<file path="config.mk">
export PLATFORM = sky130hd
export DESIGN_NAME = idm_ctrl
export DESIGN_NICKNAME = d
export VERILOG_FILES = /design/src/verilog/idm_ctrl.v
export VERILOG_INCLUDE_DIRS = /design/src /design/src/verilog
export SDC_FILE = /design/constraint.sdc
export NUM_CORES = 1
export LEC_CHECK = 0
export BUFFER_PORTS_ARGS = -buffer_cell sky130_fd_sc_hd__buf_4
export CAP_MARGIN = 0
export CORE_MARGIN = 2
export CORE_UTILIZATION = 60
export CTS_BUF_LIST = sky130_fd_sc_hd__clkbuf_4
export DETAILED_ROUTE_END_ITERATION = 6
export PLACE_DENSITY = 0.86
export REMOVE_ABC_BUFFERS = 1
export SETUP_SLACK_MARGIN = 0.5
export SLEW_MARGIN = 5
export SYNTH_ARGS = -nofsm -noshare
export SYNTH_HDL_FRONTEND = slang
export SYNTH_SLANG_ARGS = --single-unit
</file>
<file path="constraint.sdc">
create_clock -name clk -period 2.2 [get_ports clk]
set_input_delay 0.11 -clock clk [delete_from_list [all_inputs] [get_ports clk]]
set_output_delay 0.11 -clock clk [all_outputs]
set_load 0.05 [all_outputs]
</file>
<file path="src/verilog/idm_ctrl_map.vh">
/*
 * constants for the diode-emulation gate control: state codes and blank time.
 * assumes inclusion by the control module only.
 */
`ifndef IDM_CTRL_MAP_VH
`define IDM_CTRL_MAP_VH

// operational machine states
`define IDM_OP_WAITPOS   3'h1
`define IDM_OP_WAITNEG   3'h2
`define IDM_OP_ASSIST    3'h3
`define IDM_OP_LOCKOFF   3'h4
`define IDM_OP_CMDON     3'h5

// overheat machine states
`define IDM_OH_BLANK     2'h1
`define IDM_OH_WAITNEG   2'h2
`define IDM_OH_CONDUCT   2'h3

// fixed falling-edge blank time in ns and clock period in ns
`define IDM_BLANK_NS     200
`define IDM_CLK_NS       25

`endif

</file>
<file path="src/verilog/idm_ctrl.v">
/*
 * gate on/off decision for the power switch: operational diode emulation
 * (variant option) and overheat diode emulation.
 * assumes all inputs are synchronous to clk; drain sense flags arrive from
 * analog comparators and are re-registered here.
 */
// Notes on behaviour
// - command fall in state 5 enters state 1: switch off, wait positive drain
// - state 2 keeps switch off, waits negative drain, then goes to state 3
// - operational machine starts in state 2 after reset and overheat exit
// - state 3 turns switch on, stays until command rises or forward current
// - forward current in state 3 goes to state 4, locked off until rise
// - command rise moves any operational state to state 5, switch on
// - switch turned on at most once per command cycle by assist
// - operational machine only with build parameter; overheat machine always
// - overheat: any command fall forces state 1, off for blank, then state 2
// - overheat state 2 holds switch off, negative drain goes to state 3
// - overheat machine starts in state 2 on entering shutdown
// - overheat state 3 switch on, forward current returns to state 2
// - overheat state 1 leaves on blank time alone, no positive drain needed
// - without command activity overheat cycles only between states 2 and 3
// - overheat never counts or blocks repeated forward current events
// - die over-temperature hands switch control to overheat machine
// - driver over-temperature keeps switch off and suspends overheat machine
`timescale 1ns/1ps
`include "idm_ctrl_map.vh"

module idm_ctrl #(
    parameter HAS_OP_EMUL = 1,
    parameter BLANK_CYC   = (`IDM_BLANK_NS + `IDM_CLK_NS - 1) / `IDM_CLK_NS
) (
    input  wire       clk,
    input  wire       rst_n,
    input  wire       switchCmd,
    input  wire       drainPos,
    input  wire       drainNeg,
    input  wire       fwdCurrent,
    input  wire       dieOverTemp,
    input  wire       drvOverTemp,
    output reg        gateOn,
    output wire [2:0] opState,
    output wire [1:0] ohState
);

    // ****************************************************************
    // input registers
    // ****************************************************************
    reg        cmd_r;
    reg        cmdPrev_r;
    reg        pos_r;
    reg        neg_r;
    reg        fwd_r;
    reg        dieOt_r;
    reg        drvOt_r;
    reg        dieOtPrev_r;
    reg        drvOtPrev_r;

    // no metastability stage: the pins are taken as synchronous to clk
    // sense flags are registered once so both machines see one value
    always @(posedge clk) begin
        if (!rst_n) begin
            cmd_r       <= 1'b0;
            cmdPrev_r   <= 1'b0;
            pos_r       <= 1'b0;
            neg_r       <= 1'b0;
            fwd_r       <= 1'b0;
            dieOt_r     <= 1'b0;
            drvOt_r     <= 1'b0;
            dieOtPrev_r <= 1'b0;
            drvOtPrev_r <= 1'b0;
        end else begin
            cmd_r       <= switchCmd;
            cmdPrev_r   <= cmd_r;
            pos_r       <= drainPos;
            neg_r       <= drainNeg;
            fwd_r       <= fwdCurrent;
            dieOt_r     <= dieOverTemp;
            drvOt_r     <= drvOverTemp;
            dieOtPrev_r <= dieOt_r;
            drvOtPrev_r <= drvOt_r;
        end
    end

    // command edges come from the registered copy and its delayed twin; a
    // command pulse shorter than one clock can be missed entirely
    wire cmdRise = cmd_r & ~cmdPrev_r;
    wire cmdFall = ~cmd_r & cmdPrev_r;
    // overheat machine restarts at entry and when driver shutdown clears
    wire ohStart = (dieOt_r & ~dieOtPrev_r) | (dieOt_r & drvOtPrev_r & ~drvOt_r);
    // leaving die shutdown parks the op machine in state 2 for one more cycle
    wire ohExit  = ~dieOt_r & dieOtPrev_r;

    // ****************************************************************
    // operational machine
    // ****************************************************************
    // die over-temperature wins over every command edge: the overheat machine owns
    // the switch then, and this machine waits in state 2 for a fresh cycle
    reg [2:0] opState_r;
    reg [2:0] opState_nxt;

    always @* begin
        opState_nxt = opState_r;
        if (dieOt_r || ohExit) begin
            opState_nxt = `IDM_OP_WAITNEG;
        end else if (cmdRise) begin
            opState_nxt = `IDM_OP_CMDON;
        end else begin
            case (opState_r)
                `IDM_OP_CMDON: begin
                    if (cmdFall)
                        opState_nxt = `IDM_OP_WAITPOS;
                end
                `IDM_OP_WAITPOS: begin
                    if (pos_r)
                        opState_nxt = `IDM_OP_WAITNEG;
                end
                `IDM_OP_WAITNEG: begin
                    if (neg_r)
                        opState_nxt = `IDM_OP_ASSIST;
                end
                `IDM_OP_ASSIST: begin
                    if (fwd_r)
                        opState_nxt = `IDM_OP_LOCKOFF;
                end
                // lock holds until rise; only one assist per cycle
                `IDM_OP_LOCKOFF: opState_nxt = `IDM_OP_LOCKOFF;
                default: opState_nxt = `IDM_OP_WAITNEG;
            endcase
        end
    end

    always @(posedge clk) begin
        if (!rst_n)
            opState_r <= `IDM_OP_WAITNEG;
        else
            opState_r <= opState_nxt;
    end

    // ****************************************************************
    // overheat machine with blank timer
    // ****************************************************************
    // the countdown is 16 bits wide; blank times beyond 65535 cycles do not fit
    reg [1:0]  ohState_r;
    reg [1:0]  ohState_nxt;
    reg [15:0] blank_r;
    reg [15:0] blank_nxt;

    always @* begin
        ohState_nxt = ohState_r;
        blank_nxt   = blank_r;
        if (!dieOt_r || drvOt_r || ohStart) begin
            // suspended in driver shutdown; restart at state 2 on entry
            ohState_nxt = `IDM_OH_WAITNEG;
            blank_nxt   = 16'h0000;
        end else if (cmdFall) begin
            ohState_nxt = `IDM_OH_BLANK;
            blank_nxt   = BLANK_CYC[15:0];
        end else begin
            case (ohState_r)
                `IDM_OH_BLANK: begin
                    // leaves on time alone so it cannot stick
                    if (blank_r <= 16'h0001)
                        ohState_nxt = `IDM_OH_WAITNEG;
                    else
                        blank_nxt = blank_r - 16'h0001;
                end
                `IDM_OH_WAITNEG: begin
                    if (neg_r)
                        ohState_nxt = `IDM_OH_CONDUCT;
                end
                `IDM_OH_CONDUCT: begin
                    // no event counter: repeated trips are allowed
                    if (fwd_r)
                        ohState_nxt = `IDM_OH_WAITNEG;
                end
                default: ohState_nxt = `IDM_OH_WAITNEG;
            endcase
        end
    end

    always @(posedge clk) begin
        if (!rst_n) begin
            ohState_r <= `IDM_OH_WAITNEG;
            blank_r   <= 16'h0000;
        end else begin
            ohState_r <= ohState_nxt;
            blank_r   <= blank_nxt;
        end
    end

    // ****************************************************************
    // gate decision
    // ****************************************************************
    // the gate is decoded from the next states so it moves on the same edge as
    // the state outputs, with no extra cycle of lag on turn-on or turn-off
    reg gate_nxt;

    // with no operational machine the command drives the gate directly
    always @* begin
        if (drvOt_r)
            gate_nxt = 1'b0;
        else if (dieOt_r)
            gate_nxt = (ohState_nxt == `IDM_OH_CONDUCT);
        else if (HAS_OP_EMUL != 0)
            gate_nxt = (opState_nxt == `IDM_OP_CMDON) ||
                       (opState_nxt == `IDM_OP_ASSIST);
        else
            gate_nxt = cmd_r;
    end

    always @(posedge clk) begin
        if (!rst_n)
            gateOn <= 1'b0;
        else
            gateOn <= gate_nxt;
    end

    assign opState = opState_r;
    assign ohState = ohState_r;

endmodule

</file>
### Yosys cells after proc, flatten, opt, wreduce, memory -nomap -nowiden

Cells that the tools add are included.

* $add $sub $neg: 1
* $lt $le $gt $ge: 1
* eq/ne operators: 12
* mux-type cells: 17
* bitwise logic cells: 14
* reductions and logical operators: 11

Operator list (count)
* $mux 3: 6
* $le 16x1->1 const B: 1
* $sub 16x1->16 const B: 1
* $pmux 3 s5: 1
* $mux 4: 3
* $mux 2: 5
* $eq 3x2->1 const B: 3
* $eq 3x3->1 const B: 3
* $not 1->1: 7
* $and 1x1->1: 6
* $eq 2x2->1 const B: 3
* $pmux 2 s3: 1
* $logic_or 1x1->1: 4
* $reduce_and 2->1: 2
* $reduce_or 2->1: 2
* $eq 3x1->1 const B: 1
* $reduce_or 3->1: 1
* $eq 2x1->1 const B: 1
* $ne 2x2->1 const B: 1
* $reduce_bool 2->1: 1
* $logic_not 1->1: 1
* $mux 1: 1
* $or 1x1->1: 1

* bits in registers: 31
* input port bits: 8

### Longest topological paths before layout

* word-level depth: 9
* depth in mapped cells: 7
* mapped depth without buffers: 7

### Worst setup path before layout

OpenSTA, ideal clock, no wires.

* path kind: register to register
* start: register ohState_r[0], in the netlist ohState[0]
* end: register blank_r[15]
* setup time: 73 ps
* data arrival time: 1820 ps
* path slack: 307 ps
* stages on the path, launching flop included: 6
* buffers on the path: 0
* period minus slack after synthesis: 1893 ps
* path through: dfxtp_1 -> nand2b_1 -> nor4_4 -> o211ai_2 -> or4_1 -> a21oi_1

* longest elaborated chain between the ends: 2

Ends and longest elaborated chain
* from (decl): line idm_ctrl.v:143 `reg [1:0] ohState_r;`
* from (signal assigned): line idm_ctrl.v:183 `` ohState_r <= `IDM_OH_WAITNEG; ``
* from (signal assigned): line idm_ctrl.v:186 `ohState_r <= ohState_nxt;`
* $eq 2x1->1: line idm_ctrl.v:159 `case (ohState_r)`
* $reduce_and 2->1 (no line)
* to (signal assigned): line idm_ctrl.v:187 `blank_r <= blank_nxt;`
* to (decl): line idm_ctrl.v:145 `reg [15:0] blank_r;`

Every way passes these cells.
A chain may end at the register's enable or synchronous reset.

### Worst setup path after layout

* start: register blank_r[9]
* end: register blank_r[8]

* longest elaborated chain between the ends: 3

Ends and longest elaborated chain
* $le 16x1->1: line idm_ctrl.v:162 `if (blank_r <= 16'h0001)`
* $not 1->1 (no line)
* $reduce_and 2->1 (no line)

Every way passes these cells.

==> out/metrics.json <==
{
  "synth_fa_ha_area_frac": {"value": 0.0181},
  "worst_setup_path_startpoint": {"value": "blank_r[9]$_SDFFE_PP0P_"},
  "avgViaCountPerCell": {"value": 6.56},
  "synth.mux.area_fraction": {"value": 0.0145},
  "ys_dominant_reg_cell": {"value": "sky130_fd_sc_hd__dfxtp_1"},
  "synth_top_cells_by_count": {"value": "sky130_fd_sc_hd__dfxtp_1, sky130_fd_sc_hd__nor2_1, sky130_fd_sc_hd__a21oi_1"},
  "post-route-util": {"value": 0.861},
  "req_time_crit_path": {"value": 2.47, "unit": "ns"},
  "period_needed": {"value": 1.99, "unit": "ns"},
  "achievable-frequency": {"value": 504, "unit": "MHz"},
  "totalNegativeSetupSlack": {"value": 0, "unit": "ns"},
  "num_rows": {"value": 17},
  "ctsHtreeMaxLevel": {"value": 2},
  "antennaDiodeCount": {"value": 0},
  "ir_drop": {"value": 0.000563, "unit": "V"},
  "clock_sinks": {"value": 31},
  "critical_path.startpoint_type": {"value": "register"},
  "status": {"value": "complete, no violations"},
  "drc": {"value": 0},
  "cts-root-buf": {"value": "sky130_fd_sc_hd__clkbuf_4"},
  "post-layout-total-power": {"value": 985, "unit": "uW"},
  "detailedRoute.firstIterationViolations": {"value": 86},
  "report.final.slew_viol_count": {"value": 0},
  "floorplan.initialDensity": {"value": 0.632},
  "min_period_over_period": {"value": 0.903},
  "drv.max_cap_violation_count": {"value": 0},
  "layout_cell_share_with_drive_strength_beyond_1": {"value": 0.370},
  "total_setup_violations_reported_at_the_end_of_the_flow": {"value": 0},
  "post_synth_xor_area_fraction": {"value": 0.0569},
  "timing_worst_setup_path_type": {"value": "reg2reg"},
  "crit_path_cells": {"value": "or4_4 > and3b_2 > buf_4 > buf_4 > a211oi_4 > a21bo_2 > a21oi_1"},
  "detailed_place_hpwl": {"value": 1.97, "unit": "mm"},
  "tritoncts.num_buffers": {"value": 5},
  "avgRoutedWirePerCell": {"value": 22.0, "unit": "um"},
  "power.leakage": {"value": 0.701, "unit": "nW"},
  "drt_pass1_iterations": {"value": 5},
  "coreArea": {"value": 2190, "unit": "um^2"},
  "die-height": {"value": 52.0, "unit": "um"},
  "synthDominantCellAreaShare": {"value": 0.448},
  "synth_top_family_by_area": {"value": "simple AND/OR/NAND/NOR gates"},
  "cpMaxStageDelayCell": {"value": "sky130_fd_sc_hd__or4_4"},
  "grt_overflow_total": {"value": 0},
  "transition_at_the_pin_with_the_smallest_max_transition_slack": {"value": 0.400, "unit": "ns"},
  "ys_ff_latch": {"value": 31},
  "grt_max_degree": {"value": 12},
  "finalClockSkew": {"value": 0.00831, "unit": "ns"},
  "port_buffers": {"value": 13},
  "final_nets": {"value": 200},
  "post_synth_main_area_contributors": {"value": "sky130_fd_sc_hd__dfxtp_1, sky130_fd_sc_hd__nor2_1, sky130_fd_sc_hd__xnor2_1"},
  "grt_setup_unrepaired": {"value": "true"},
  "synth_top_cell_by_area": {"value": "sky130_fd_sc_hd__dfxtp_1"},
  "totalWireLength": {"value": 4.78, "unit": "mm"},
  "synth_enable_flop_cells": {"value": 0},
  "hold_viol": {"value": 0},
  "stdcell_area": {"value": 1890, "unit": "um^2"},
  "crit_end": {"value": "blank_r[8]$_SDFFE_PP0P_"},
  "max-slew-margin-rel": {"value": 0.733},
  "simple_logic_cell_fraction_of_the_synthesized_area": {"value": 0.283},
  "number_of_global_route_vias_before_repair": {"value": 1293},
  "place_congestion": {"value": 0.835},
  "yosys.cell_count.top_type": {"value": "sky130_fd_sc_hd__dfxtp_1"},
  "antenna_found_initial": {"value": 0},
  "worst_min_path_start": {"value": "rst_n"},
  "tritoncts": {"value": "yes"},
  "chipWidth": {"value": 52.0, "unit": "um"},
  "critPathMaxFanout": {"value": 3},
  "postSynthAreaPerCell": {"value": 9.11, "unit": "um^2"},
  "netlist_instances": {"value": 152},
  "asyncSetResetFlopFracSynth": {"value": 0},
  "worst_setup_hold_path_clk_slew": {"value": 0.10, "unit": "ns"},
  "critical_path.max_stage_delay": {"value": 0.56, "unit": "ns"},
  "post_dp_cell_area": {"value": 1530, "unit": "um^2"},
  "gr-usage-all-layers": {"value": 0.312},
  "worstSkewPairLatency": {"value": 0.34, "unit": "ns"},
  "power.density_cell_area": {"value": 522, "unit": "nW/um^2"},
  "design.die.area": {"value": 2710, "unit": "um^2"},
  "yosysSeqAreaShare": {"value": 0.448},
  "boundaryPins": {"value": 14},
  "reg2reg_setup_slack": {"value": 0.21, "unit": "ns"},
  "syn-cell-area": {"value": 1390, "unit": "um^2"},
  "hold_path.class": {"value": "in2reg"},
  "yosys_warnings": {"value": 0},
  "setup.worst_path.end_class": {"value": "register"},
  "cpMostUsedCell": {"value": "sky130_fd_sc_hd__buf_4"},
  "worst-r2r-cell-count": {"value": 7},
  "wire_length_of_the_first_global_routing_pass": {"value": 5.98, "unit": "mm"},
  "rr_startpoint": {"value": "blank_r[9]$_SDFFE_PP0P_"},
  "timing.rr.end": {"value": "blank_r[8]$_SDFFE_PP0P_"},
  "detail-route-antenna-nets": {"value": 0},
  "area_growth_from_synthesis_to_layout": {"value": 36.2, "unit": "%"},
  "max-clock-path-buffers": {"value": 2},
  "netlist-cell-type-count": {"value": 40},
  "cp_data_arrival_time": {"value": 2.26, "unit": "ns"},
  "synth_compound_area_frac": {"value": 0.145},
  "num_vias": {"value": 1423}
}
-- worst max-delay path: cells and delay by family (launching register included) --
| kind | cells | cell delay (ns) |
|---|---|---|
| AOI/OAI and AO/OA | 3 | 0.46 |
| buffers and inverters | 2 | 0.26 |
| and+or+nand+nor | 2 | 0.86 |
| DFF | 1 | 0.33 |
-- flip-flops by register name, indices dropped and copies added (netlist names) --
register / count
blank_r: 16
opState: 3
ohState: 2
cmdPrev_r: 1
cmd_r: 1
dieOtPrev_r: 1
dieOt_r: 1
drvOtPrev_r: 1
drvOt_r: 1
fwd_r: 1
gateOn: 1
neg_r: 1
pos_r: 1
-- cells by family after synthesis --
logic type	Yosys count
muxes	2
DFF	31
adders and majority gates	2
xor gates and xnor gates	9
AOI/OAI and AO/OA	29
buffers and inverters	13
and+or+nand+nor	66
-- how the worst min path moves through the flow --
| stage | end | slack, ns | depth (start not counted) |
|---|---|---|---|
| after CTS | opState[1]$_SDFF_PN1_ | 0.01 | 2 |
| final | opState[1]$_SDFF_PN1_ | 0.02 | 2 |
| after global routing | opState[1]$_SDFF_PN1_ | 0.04 | 2 |
| after floorplan | opState[1]$_SDFF_PN1_ | 0.18 | 1 |
| after global placement | pos_r$_SDFF_PN0_ | 0.32 | 2 |
| after detailed placement | pos_r$_SDFF_PN0_ | 0.32 | 2 |
-- layer usage --
metal  global-route usage  vias up  wire (um)
met3                0.109       43        481
met2                0.483      114       2200
li1                     -      607          -
met5                    0        -          0
met1                0.377      659       1770
met4                0.171        0        325
-- power by group --
| part | switching, mW | leakage, nW | internal (mW) | total [mW] |
|---|---|---|---|---|
| Clock | 0.194 | 0.0276 | 0.126 | 0.320 |
| Combinational | 0.0463 | 0.417 | 0.0349 | 0.0812 |
| Sequential | 0.0131 | 0.257 | 0.571 | 0.584 |
-- final cells by class --
| class | count | area [um^2] |
|---|---|---|
| timing repair buffer | 34 | 270 |
| multi-input combinational | 108 | 865 |
| fill | 94 | 304 |
| clock buffer | 6 | 45.0 |
| sequential | 31 | 634 |
| inverter | 10 | 37.5 |
| tap | 28 | 35.0 |
-- per-stage QoR --
step	setup slack, ns	hold slack (ns)	std cells
finish	0.214	0.0171	217
global route	0.191	0.0444	217
CTS	0.331	0.0107	211
floorplan	0.298	0.182	149
detailed placement	0.263	0.321	193
global placement	0.308	0.317	193
-- cells in the final DEF (no fill, tap or decap), types with 2 or more instances in the layout --
cell type                       synthesis  layout
sky130_fd_sc_hd__buf_4                  0      28
sky130_fd_sc_hd__dfxtp_1               31      24
sky130_fd_sc_hd__nor2_1                20      17
sky130_fd_sc_hd__inv_1                 10      10
sky130_fd_sc_hd__and2_1                 9       9
sky130_fd_sc_hd__a21oi_1               12       8
sky130_fd_sc_hd__clkbuf_4               0       6
sky130_fd_sc_hd__dlygate4sd3_1          0       6
sky130_fd_sc_hd__nand2_1                5       5
sky130_fd_sc_hd__xnor2_1                7       5
sky130_fd_sc_hd__dfxtp_2                0       5
sky130_fd_sc_hd__nand3_1                4       4
sky130_fd_sc_hd__nor4_4                 1       3
sky130_fd_sc_hd__a21oi_2                0       3
sky130_fd_sc_hd__o31ai_1                3       3
sky130_fd_sc_hd__or4_1                  4       3
sky130_fd_sc_hd__nand4_1                2       2
sky130_fd_sc_hd__or4_4                  1       2
sky130_fd_sc_hd__nor2_2                 0       2
sky130_fd_sc_hd__a211oi_1               3       2
sky130_fd_sc_hd__xnor2_2                0       2
sky130_fd_sc_hd__nor2b_1                2       2
sky130_fd_sc_hd__o211ai_1               2       2
sky130_fd_sc_hd__mux2i_1                2       2
sky130_fd_sc_hd__nand3b_1               2       2
sky130_fd_sc_hd__nor3_1                 3       2
sky130_fd_sc_hd__xor2_1                 2       2
sky130_fd_sc_hd__or2_2                  2       2
sky130_fd_sc_hd__dfxtp_4                0       2
-- timing repair --
action	4_1_cts	5_1_grt
buffers inserted	6	6
pin swaps	6	4
setup endpoints to repair	17	18
hold endpoints to repair	6	0
hold buffers	6	0
gates resized for setup	14	23
No activity file was read; power rests on OpenSTA's default activity.
